## src/pid_sleep_regs.vh

```
`ifndef PID_SLEEP_REGS_VH
`define PID_SLEEP_REGS_VH
// register word offsets (address bits 5:2)
`define OFS_CTRL        4'h0
`define OFS_SLEEP_FREQ  4'h1
`define OFS_WAKE_FREQ   4'h2
`define OFS_SLEEP_DLY   4'h3
`define OFS_UP_BOUND    4'h4
`define OFS_LO_BOUND    4'h5
`define OFS_UP_DLY      4'h6
`define OFS_LO_DLY      4'h7
`define OFS_CO_DLY      4'h8
`define OFS_STAGE_LVL   4'h9
`define OFS_DISP_BIAS   4'hA
`define OFS_DISP_GAIN   4'hB
`define OFS_STATUS      4'hC
`define OFS_FEEDBACK    4'hD
`define OFS_DISPLAY     4'hE
`define OFS_PID_OUT     4'hF
// ctrl fields
`define CTRL_MODE_LSB   0
`define CTRL_STOP_BIT   8
`define CTRL_AO1_LSB    12
`define CTRL_AO2_LSB    20
`define CTRL_PON_LSB    28
// selector codes
`define MODE_PID        8'h09
`define AO_FEEDBACK     8'h09
`define PON_FEEDBACK    4'h4
// reset values
`define RST_SLEEP_DLY   16'h0000
`define RST_STAGE_DLY   16'h012C
`define RST_CO_DLY      16'h0064
`define RST_WAKE_FREQ   16'h1770
`define RST_UP_BOUND    16'h0064
// timing
`define CLK_HZ          125000000
`define PID_PERIOD_US   7000
`define MS10_US         10000
`define S1_US           1000000
`endif

```

## src/pid_sleep_wake_pump_staging.v

```verilog
// The placing of the registers and the Avalon-MM interface to the registers were left to the implementer.
`include "pid_sleep_regs.vh"
module pid_sleep_wake_pump_staging #(
  parameter integer PID_CYC  = 875000,
  parameter integer TENTH_CYC = 12500000,
  parameter integer SEC_CYC  = 125000000,
  parameter integer MS10_CYC = 1250000
) (
  // clock and reset
  input  wire        clk_sys,
  input  wire        rst,
  // avalon-mm slave
  input  wire [5:0]  avs_address,
  input  wire        avs_read,
  input  wire        avs_write,
  input  wire [31:0] avs_writedata,
  input  wire [3:0]  avs_byteenable,
  output reg  [31:0] avs_readdata,
  output wire        avs_waitrequest,
  // process inputs
  input  wire [15:0] voltage_feedback_input,
  input  wire [15:0] current_feedback_input,
  input  wire [15:0] frequency_command,
  input  wire [15:0] output_frequency,
  input  wire [15:0] min_output_frequency,
  input  wire [15:0] pid_setpoint,
  input  wire [15:0] p_term,
  input  wire [15:0] i_term,
  input  wire [15:0] d_term,
  input  wire        run_cmd,
  input  wire        jog_active,
  // drive control
  output reg         pid_tick,
  output reg  [15:0] freq_target,
  output reg         motor_run,
  output reg         coast_stop,
  output reg  [15:0] analog_out1,
  output reg  [15:0] analog_out2,
  // pump staging relays
  output reg         stage_up,
  output reg         stage_down,
  output reg         drive_side_contactor,
  output reg         line_side_contactor
);
  localparam [1:0] SW_RUN = 2'd0, SW_SLEEP = 2'd1;
  localparam [1:0] CO_IDLE = 2'd0, CO_GAP = 2'd1, CO_DONE = 2'd2;

  reg [31:0] ctrl_r;
  reg [15:0] sleep_frequency_setting, wake_frequency_setting, sleep_wake_delay;
  reg [15:0] frequency_upper_bound, frequency_lower_bound;
  reg [15:0] upper_bound_stage_delay, lower_bound_stage_delay;
  reg [15:0] contactor_changeover_delay, pump_staging_level;
  reg [15:0] feedback_display_bias, feedback_display_gain;
  reg        xfer_req_r;
  reg        ack_r;
  wire [7:0] control_mode_selector     = ctrl_r[`CTRL_MODE_LSB+7:`CTRL_MODE_LSB];
  wire       stop_method_selector      = ctrl_r[`CTRL_STOP_BIT];
  wire [7:0] analog_out1_source        = ctrl_r[`CTRL_AO1_LSB+7:`CTRL_AO1_LSB];
  wire [7:0] analog_out2_source        = ctrl_r[`CTRL_AO2_LSB+7:`CTRL_AO2_LSB];
  wire [3:0] power_on_monitor_selector = ctrl_r[`CTRL_PON_LSB+3:`CTRL_PON_LSB];

  // one wait state on every access
  assign avs_waitrequest = (avs_read | avs_write) & ~ack_r;
  // a write lands on the edge that ends the wait state, as the master sees it
  wire wr_en = avs_write & ack_r;
  wire [3:0] idx = avs_address[5:2];

  // pid tick and pid result
  reg [31:0] pid_cnt_r;
  reg [15:0] pid_out_r;
  reg [16:0] feedback_r;
  always @(posedge clk_sys) begin
    if (rst) begin
      pid_cnt_r <= 32'h0000_0000;
      pid_tick  <= 1'b0;
      pid_out_r <= 16'h0000;
      feedback_r <= 17'h0_0000;
    end else begin
      pid_tick <= 1'b0;
      if (pid_cnt_r == PID_CYC - 1) begin
        pid_cnt_r <= 32'h0000_0000;
        pid_tick  <= 1'b1;
        pid_out_r <= p_term + i_term + d_term;
        feedback_r <= {1'b0, voltage_feedback_input}
                    + {1'b0, current_feedback_input};
      end else begin
        pid_cnt_r <= pid_cnt_r + 32'h0000_0001;
      end
    end
  end

  // scaled display: bias + fb*(gain-bias)/65536
  wire signed [17:0] span = $signed({2'b00, feedback_display_gain})
                          - $signed({2'b00, feedback_display_bias});
  wire signed [35:0] prod = span * $signed({1'b0, feedback_r});
  wire [15:0] disp_val = feedback_display_bias + prod[31:16];
  reg  [15:0] display_r;
  always @(posedge clk_sys) begin
    if (rst) begin
      display_r   <= 16'h0000;
      analog_out1 <= 16'h0000;
      analog_out2 <= 16'h0000;
    end else begin
      display_r   <= (power_on_monitor_selector == `PON_FEEDBACK) ? disp_val
                   : output_frequency;
      analog_out1 <= (analog_out1_source == `AO_FEEDBACK) ? feedback_r[15:0]
                   : output_frequency;
      analog_out2 <= (analog_out2_source == `AO_FEEDBACK) ? feedback_r[15:0]
                   : output_frequency;
    end
  end

  // sleep/wake supervisor with one shared tenth-second counter
  reg [1:0]  sw_state_r;
  reg [31:0] tenth_cnt_r;
  reg [15:0] sw_tmr_r;
  wire sw_en      = (control_mode_selector == `MODE_PID) & ~jog_active;
  wire sleep_cond = (sw_state_r == SW_RUN) & (output_frequency < sleep_frequency_setting);
  wire wake_cond  = (sw_state_r == SW_SLEEP) & (frequency_command > wake_frequency_setting);
  wire pending    = sw_en & (sleep_cond | wake_cond);
  wire sw_expired = pending & (sw_tmr_r >= sleep_wake_delay);
  always @(posedge clk_sys) begin
    if (rst) begin
      sw_state_r  <= SW_RUN;
      tenth_cnt_r <= 32'h0000_0000;
      sw_tmr_r    <= 16'h0000;
    end else begin
      if (!pending) begin
        tenth_cnt_r <= 32'h0000_0000;
        sw_tmr_r    <= 16'h0000;
      end else if (tenth_cnt_r == TENTH_CYC - 1) begin
        tenth_cnt_r <= 32'h0000_0000;
        if (sw_tmr_r != 16'hFFFF) sw_tmr_r <= sw_tmr_r + 16'h0001;
      end else begin
        tenth_cnt_r <= tenth_cnt_r + 32'h0000_0001;
      end
      if (!sw_en) begin
        sw_state_r <= SW_RUN;
      end else if (sw_expired) begin
        sw_tmr_r    <= 16'h0000;
        tenth_cnt_r <= 32'h0000_0000;
        case (sw_state_r)
          SW_RUN:   sw_state_r <= SW_SLEEP;
          SW_SLEEP: sw_state_r <= SW_RUN;
          default:  sw_state_r <= SW_RUN;
        endcase
      end
    end
  end

  always @(posedge clk_sys) begin
    if (rst) begin
      freq_target <= 16'h0000;
      motor_run   <= 1'b0;
      coast_stop  <= 1'b0;
    end else begin
      motor_run  <= run_cmd & (sw_state_r != SW_SLEEP);
      coast_stop <= (sw_state_r == SW_SLEEP) & stop_method_selector;
      if (sw_state_r == SW_SLEEP) begin
        freq_target <= 16'h0000;
      end else if (sleep_cond && frequency_command < min_output_frequency) begin
        freq_target <= min_output_frequency;
      end else begin
        freq_target <= frequency_command;
      end
    end
  end

  // pump staging
  reg [31:0] sec_cnt_r;
  reg [15:0] up_tmr_r, lo_tmr_r;
  // immediate staging gives one pulse per arrival at a bound, not one per cycle
  reg        up_hold_r, lo_hold_r;
  wire [15:0] dev = (pid_setpoint > feedback_r[15:0]) ? pid_setpoint - feedback_r[15:0]
                  : feedback_r[15:0] - pid_setpoint;
  wire dev_ok = (pump_staging_level == 16'h0000) | (dev >= pump_staging_level);
  wire at_up  = (pid_out_r > frequency_upper_bound) & dev_ok;
  wire at_lo  = (pid_out_r < frequency_lower_bound) & dev_ok;
  wire imm    = (pump_staging_level == 16'h0000);
  wire sec_tick = (sec_cnt_r == SEC_CYC - 1);
  always @(posedge clk_sys) begin
    if (rst) begin
      sec_cnt_r  <= 32'h0000_0000;
      up_tmr_r   <= 16'h0000;
      lo_tmr_r   <= 16'h0000;
      up_hold_r  <= 1'b0;
      lo_hold_r  <= 1'b0;
      stage_up   <= 1'b0;
      stage_down <= 1'b0;
    end else begin
      sec_cnt_r <= sec_tick ? 32'h0000_0000 : sec_cnt_r + 32'h0000_0001;
      stage_up   <= 1'b0;
      stage_down <= 1'b0;
      if (!at_up) begin
        up_tmr_r  <= 16'h0000;
        up_hold_r <= 1'b0;
      end else if (imm ? !up_hold_r : up_tmr_r >= upper_bound_stage_delay) begin
        stage_up  <= 1'b1;
        up_tmr_r  <= 16'h0000;
        up_hold_r <= imm;
      end else if (sec_tick) up_tmr_r <= up_tmr_r + 16'h0001;
      if (!at_lo) begin
        lo_tmr_r  <= 16'h0000;
        lo_hold_r <= 1'b0;
      end else if (imm ? !lo_hold_r : lo_tmr_r >= lower_bound_stage_delay) begin
        stage_down <= 1'b1;
        lo_tmr_r   <= 16'h0000;
        lo_hold_r  <= imm;
      end else if (sec_tick) lo_tmr_r <= lo_tmr_r + 16'h0001;
    end
  end

  // contactor changeover: open one, wait, close the other
  reg [1:0]  co_state_r;
  reg [31:0] ms_cnt_r;
  reg [15:0] co_tmr_r;
  reg        to_line_r;
  always @(posedge clk_sys) begin
    if (rst) begin
      co_state_r           <= CO_IDLE;
      ms_cnt_r             <= 32'h0000_0000;
      co_tmr_r             <= 16'h0000;
      to_line_r            <= 1'b0;
      drive_side_contactor <= 1'b1;
      line_side_contactor  <= 1'b0;
    end else begin
      case (co_state_r)
        CO_IDLE: begin
          if (xfer_req_r) begin
            to_line_r            <= drive_side_contactor;
            drive_side_contactor <= 1'b0;
            line_side_contactor  <= 1'b0;
            ms_cnt_r             <= 32'h0000_0000;
            co_tmr_r             <= 16'h0000;
            co_state_r           <= CO_GAP;
          end
        end
        CO_GAP: begin
          if (co_tmr_r >= contactor_changeover_delay) begin
            drive_side_contactor <= ~to_line_r;
            line_side_contactor  <= to_line_r;
            co_state_r           <= CO_DONE;
          end else if (ms_cnt_r == MS10_CYC - 1) begin
            ms_cnt_r <= 32'h0000_0000;
            co_tmr_r <= co_tmr_r + 16'h0001;
          end else begin
            ms_cnt_r <= ms_cnt_r + 32'h0000_0001;
          end
        end
        CO_DONE: co_state_r <= CO_IDLE;
        default: co_state_r <= CO_IDLE;
      endcase
    end
  end

  // register bus
  always @(posedge clk_sys) begin
    if (rst) begin
      ack_r                      <= 1'b0;
      xfer_req_r                 <= 1'b0;
      ctrl_r                     <= {24'h00_0000, `MODE_PID};
      sleep_frequency_setting    <= 16'h0000;
      wake_frequency_setting     <= `RST_WAKE_FREQ;
      sleep_wake_delay           <= `RST_SLEEP_DLY;
      frequency_upper_bound      <= `RST_UP_BOUND;
      frequency_lower_bound      <= 16'h0000;
      upper_bound_stage_delay    <= `RST_STAGE_DLY;
      lower_bound_stage_delay    <= `RST_STAGE_DLY;
      contactor_changeover_delay <= `RST_CO_DLY;
      pump_staging_level         <= 16'h0000;
      feedback_display_bias      <= 16'h0000;
      feedback_display_gain      <= 16'h0000;
      avs_readdata               <= 32'h0000_0000;
    end else begin
      ack_r <= (avs_read | avs_write) & ~ack_r;
      xfer_req_r <= 1'b0;
      if (avs_read & ~ack_r) begin
        case (idx)
          `OFS_CTRL:       avs_readdata <= ctrl_r;
          `OFS_SLEEP_FREQ: avs_readdata <= {16'h0000, sleep_frequency_setting};
          `OFS_WAKE_FREQ:  avs_readdata <= {16'h0000, wake_frequency_setting};
          `OFS_SLEEP_DLY:  avs_readdata <= {16'h0000, sleep_wake_delay};
          `OFS_UP_BOUND:   avs_readdata <= {16'h0000, frequency_upper_bound};
          `OFS_LO_BOUND:   avs_readdata <= {16'h0000, frequency_lower_bound};
          `OFS_UP_DLY:     avs_readdata <= {16'h0000, upper_bound_stage_delay};
          `OFS_LO_DLY:     avs_readdata <= {16'h0000, lower_bound_stage_delay};
          `OFS_CO_DLY:     avs_readdata <= {16'h0000, contactor_changeover_delay};
          `OFS_STAGE_LVL:  avs_readdata <= {16'h0000, pump_staging_level};
          `OFS_DISP_BIAS:  avs_readdata <= {16'h0000, feedback_display_bias};
          `OFS_DISP_GAIN:  avs_readdata <= {16'h0000, feedback_display_gain};
          `OFS_STATUS:     avs_readdata <= {24'h00_0000, co_state_r, line_side_contactor,
                                            drive_side_contactor, motor_run, sw_state_r[0],
                                            pending, sw_en};
          `OFS_FEEDBACK:   avs_readdata <= {15'h0000, feedback_r};
          `OFS_DISPLAY:    avs_readdata <= {16'h0000, display_r};
          `OFS_PID_OUT:    avs_readdata <= {16'h0000, pid_out_r};
          default:         avs_readdata <= 32'h0000_0000;
        endcase
      end
      if (wr_en && avs_byteenable[1:0] == 2'b11) begin
        case (idx)
          `OFS_CTRL:       if (avs_byteenable == 4'hF) ctrl_r <= avs_writedata;
          `OFS_SLEEP_FREQ: sleep_frequency_setting <= avs_writedata[15:0];
          `OFS_WAKE_FREQ:  wake_frequency_setting <= avs_writedata[15:0];
          `OFS_SLEEP_DLY:  sleep_wake_delay <= avs_writedata[15:0];
          `OFS_UP_BOUND:   frequency_upper_bound <= avs_writedata[15:0];
          `OFS_LO_BOUND:   frequency_lower_bound <= avs_writedata[15:0];
          `OFS_UP_DLY:     upper_bound_stage_delay <= avs_writedata[15:0];
          `OFS_LO_DLY:     lower_bound_stage_delay <= avs_writedata[15:0];
          `OFS_CO_DLY:     contactor_changeover_delay <= avs_writedata[15:0];
          `OFS_STAGE_LVL:  pump_staging_level <= avs_writedata[15:0];
          `OFS_DISP_BIAS:  feedback_display_bias <= avs_writedata[15:0];
          `OFS_DISP_GAIN:  feedback_display_gain <= avs_writedata[15:0];
          `OFS_STATUS:     xfer_req_r <= avs_writedata[0];
          default:         xfer_req_r <= 1'b0;
        endcase
      end
    end
  end
endmodule

```

## config.mk

```make
export PLATFORM = sky130hd
export DESIGN_NAME = pid_sleep_wake_pump_staging
export DESIGN_NICKNAME = d
export VERILOG_FILES = /design/src/pid_sleep_wake_pump_staging.v
export VERILOG_INCLUDE_DIRS = /design/src
export SDC_FILE = /design/constraint.sdc
export NUM_CORES = 2
export LEC_CHECK = 0
export BUFFER_PORTS_ARGS = -buffer_cell sky130_fd_sc_hd__buf_2
export CAP_MARGIN = 10
export CORE_MARGIN = 2
export CORE_UTILIZATION = 56
export CTS_BUF_LIST = sky130_fd_sc_hd__clkbuf_8 sky130_fd_sc_hd__clkbuf_16
export CTS_CLUSTER_DIAMETER = 120
export DETAILED_ROUTE_END_ITERATION = 10
export PLACE_DENSITY = 0.78
export SETUP_SLACK_MARGIN = 0.2
export SLEW_MARGIN = 40
export SYNTH_ARGS = -nofsm -noshare
export SYNTH_HDL_FRONTEND = slang
export SYNTH_SLANG_ARGS = --single-unit
```

## constraint.sdc

```tcl
create_clock -name clk_sys -period 9.2 [get_ports clk_sys]
set_input_delay 1.84 -clock clk_sys [delete_from_list [all_inputs] [get_ports clk_sys]]
set_output_delay 1.84 -clock clk_sys [all_outputs]
set_load 0.03 [all_outputs]
```

==> results <==
- The flow ran to the end, but the final reports show violations.
- The checks that failed: setup timing.
- Counting every net in the synthesized netlist gives 5,617.
- After detailed routing, the number of remaining DRC violations is 0.
- The core box area is 0.0697 mm^2.
- The via count of the first global-routing pass was roughly 34,000.
- The number of cells in the design after placement is 6,006.
- After the last flow step, the layout net total stands at between 5,000 and 6,000.
- From bottom edge to top edge, the die measures 269 um.
- Yosys mapped the design onto 88 distinct sky130hd cell types.
- For this run the aggregate overflow at the end of global routing stands at 0.
- Between clock sinks in the finished design, the worst skew comes to 0.0258 ns.
- Of the total power, registers draw 0.434.
- The floorplan step set the die width to 269 um.
- The initial utilization of the core area, before any placement, comes to 0.563.
- The cell count after synthesis is 4,814.
- The top flip-flop cell by instance count after synthesis is dfxtp_1.
- The share of the synthesized area in the top cell type is 0.278.
- The flop and latch count out of synthesis is 544.
- The startpoint kind of the worst setup timing path is a register.
- For this run, the slowest stage of the critical path takes 0.56 ns.
- The library cell with the highest instance count after synthesis is nand2_1.
- The largest net degree at the start of global routing is 88.
- Counting flops with an async set or reset pin after synthesis yields a share of 0.
- The minimum setup slack in the final design is -0.182 ns.
- The final wirelength is ~120 mm.
- From synthesis to final layout, the design area changed by 14.9%.
- The standard-cell row count is 97.
- The final number of max-transition violations was 0.
- The data arrival time of the critical path is 9.87 ns.
- The synthesized design contains 0 enable-type register cells.
- The full die area is 0.0722 mm^2.
- The global placement routability congestion is 1.02.
- Dividing the detail-routed wire length by the instance count gives around 20 um.
- The number of clock buffers added by TritonCTS is 58.
- After synthesis, the cell types taking the most area are dfxtp_1, fa_1, ha_1.
- Setup repair after global routing could not meet its margin everywhere.
- At the end of the flow the core is filled with cells to 0.647.
- Max-cap violations in this run came to 0.
- Clock-pin slew was measured on the worst setup and hold paths at 0.07 ns.
- The kind of end point of the critical path is a register.
- The slew at the pin with the worst max-slew slack is ~0.88 ns.
- The number of nets with antenna violations after detailed routing is 0.
- The routed layout has 35,600 vias.
- The internal power of the cells is between 4 and 5 mW.
- The share of total power dissipated in the clock network is 0.456.
- The proportion of power drawn by combinational gates is 0.110.
- The static leakage is 19.9 nW.
- The total count of hold-check failures in the final report came to 0.
- The data required time at the worst endpoint is 9.69 ns.
- Counting along the longest clock path gives a buffer depth of 3.
- The clock reaches the later pin of the worst-skew pair after 0.65 ns.
- The detailed router finished its first iteration with 3,255 violations.
- A synthesized cell averages 8.15 um^2.
- The completed layout was analyzed and its total power is about 5.5 mW.
- In this run, post-CTS hold repair placed 0 buffers.
- The class of the most critical hold timing path is register to register.
- 280 I/O pins were placed.
- For this run, the top clock speed supported by timing is between 100 and 150 MHz.
- The maximum fanout along the worst path is 4.
- The worst slew margin relative to its limit is 0.411.
- The number of antenna violations at the first check in global routing is 8.
- The vias per cell is 5.80.
- The post-synthesis cell area is 0.0392 mm^2.
- In this run the number of H-tree levels came out at 2.
- The cell with the biggest individual delay on the critical path is fa_1.
- The cell that appears most often on the critical path is fa_1.
- The pre-CTS worst setup slack is -0.317 ns.
- The reported net switching power is 1.45 mW.
- Yosys printed 0 warnings.
- Summed over all nets, the half-perimeter wirelength after detailed placement is about 94 mm.
- The first-pass iteration count of the detailed router is 7.
- The tree is rooted in a clkbuf_16.
- Of the available clock period, the critical path in the final layout requires 1.02.
- The first global-routing pass estimated between 150 and 200 mm of wire.
- The worst path in the final design needs a cycle of 9.38 ns, including I/O delays and setup.
- The clock drives 544 sinks.
- The count of final setup violators is 4.
- Across every metal layer, demand over resource in global routing totals 0.340.
- IR analysis of the VDD net gives a maximum drop of 0.149 mV.
- Of the total power, the share spent switching nets is 0.263.
- The ratio of cells with drive above 1 in the final layout is 0.137.
- The power density over the cells is ~120 mW/mm^2.
- The quantity of I/O buffers inserted on ports is 277.
- TritonCTS built the clock tree.
- Counting instances in the post-synthesis netlist gives the leading cell types as nand2_1, dfxtp_1, inv_1.
- The number of cells in the finished layout apart from fillers is 6,138.
- Summed over all instances, the cell type with the most area after synthesis is dfxtp_1.
- The proportion of synthesized chip area in sequential cells is 0.278.
- The critical setup path kind is register to register.
==> repair_timing <==
item,CTS,global route
setup buffers,14,5
resized for setup,49,15
pin swaps,59,18
setup endpoints to repair,7,9
==> power by group through the flow <==
stage / Clock [mW] / Sequential (mW) / Combinational, mW
2_1_floorplan: 0 / 2.47 / 0.338
3_3_place_gp: 0 / 2.44 / 0.579
3_5_place_dp: 0 / 2.44 / 0.589
4_1_cts: 2.53 / 2.39 / 0.597
5_1_grt: 2.63 / 2.39 / 0.660
6_report: 2.52 / 2.39 / 0.606
==> per-layer routing <==
layer / track usage / vias to the layer above / share of wire
li1: - / 16600 / -
met1: 0.430 / 16900 / 0.39
met2: 0.543 / 1596 / 0.45
met3: 0.0698 / 434 / 0.098
met4: 0.189 / 10 / 0.065
met5: 0 / - / 0.00049
==> path summary, 6_finish.rpt <==
path	slack, ns	from	end	depth (start not counted)
hold / removal	0.45	avs_readdata[24]	avs_readdata[24]	2
setup / recovery	-0.18	feedback_display_gain[0]	display_r[15]	39
setup reg to reg	-0.18	feedback_display_gain[0]	display_r[15]	39
hold reg to reg	0.45	avs_readdata[24]	avs_readdata[24]	2
==> kinds of logic (layout without fill, tap and decap cells) <==
group	Yosys count	count (layout)	share of synthesized area
other	0	4	0
and+or+nand+nor	1765	1765	0.203
adders and majority gates	611	611	0.242
muxes	31	31	0.00811
xor gates and xnor gates	254	254	0.0567
buffers and inverters	754	1134	0.0738
AOI/OAI and AO/OA	855	855	0.139
DFF	544	544	0.278
==> area by class of cell <==
class                      count  area (um^2)
clock buffer                  66         1570
sequential                   544        10900
clock inverter                41          483
antenna                        4         10.0
fill                        5859        24600
tap                          940         1180
timing repair buffer         484         3010
multi-input combinational   3516        25900
inverter                     543         2040
==> placed cells by master, fill, tap and decap left out, types with 112 or more instances in the layout <==
cell / Yosys / layout
xor2_1: 112 / 112
nor2_1: 418 / 414
fa_1: 244 / 237
buf_4: 2 / 198
buf_2: 7 / 276
xnor2_1: 142 / 139
nand2_1: 800 / 794
a21oi_1: 411 / 400
inv_1: 540 / 540
ha_1: 367 / 362
dfxtp_1: 544 / 541
==> per-stage QoR <==
step	area (um^2)	TNS, ns	hold WS [ns]
global route	45100	-2.92	0.465
finish	45100	-0.420	0.447
detailed placement	42600	-0.920	0.437
floorplan	39300	0	0.413
CTS	44900	0	0.445
global placement	42600	-0.616	0.426
==> state kept, by name (all words and copies together), names as in the netlist, 17 cells and up <==
signal	cells
avs_readdata	32
ctrl_r	32
feedback_r	17
ms_cnt_r	32
pid_cnt_r	32
sec_cnt_r	32
tenth_cnt_r	32
==> worst max-delay path, delay by kind of cell, from the launching register on <==
family | cells | cell delay, ns
buffers and inverters | 7 | 0.82
AOI/OAI and AO/OA | 12 | 2.35
adders and majority gates | 10 | 4.10
DFF | 1 | 0.34
xor gates and xnor gates | 5 | 0.74
and+or+nand+nor | 5 | 0.90
No activity file was read; power rests on OpenSTA's default activity.
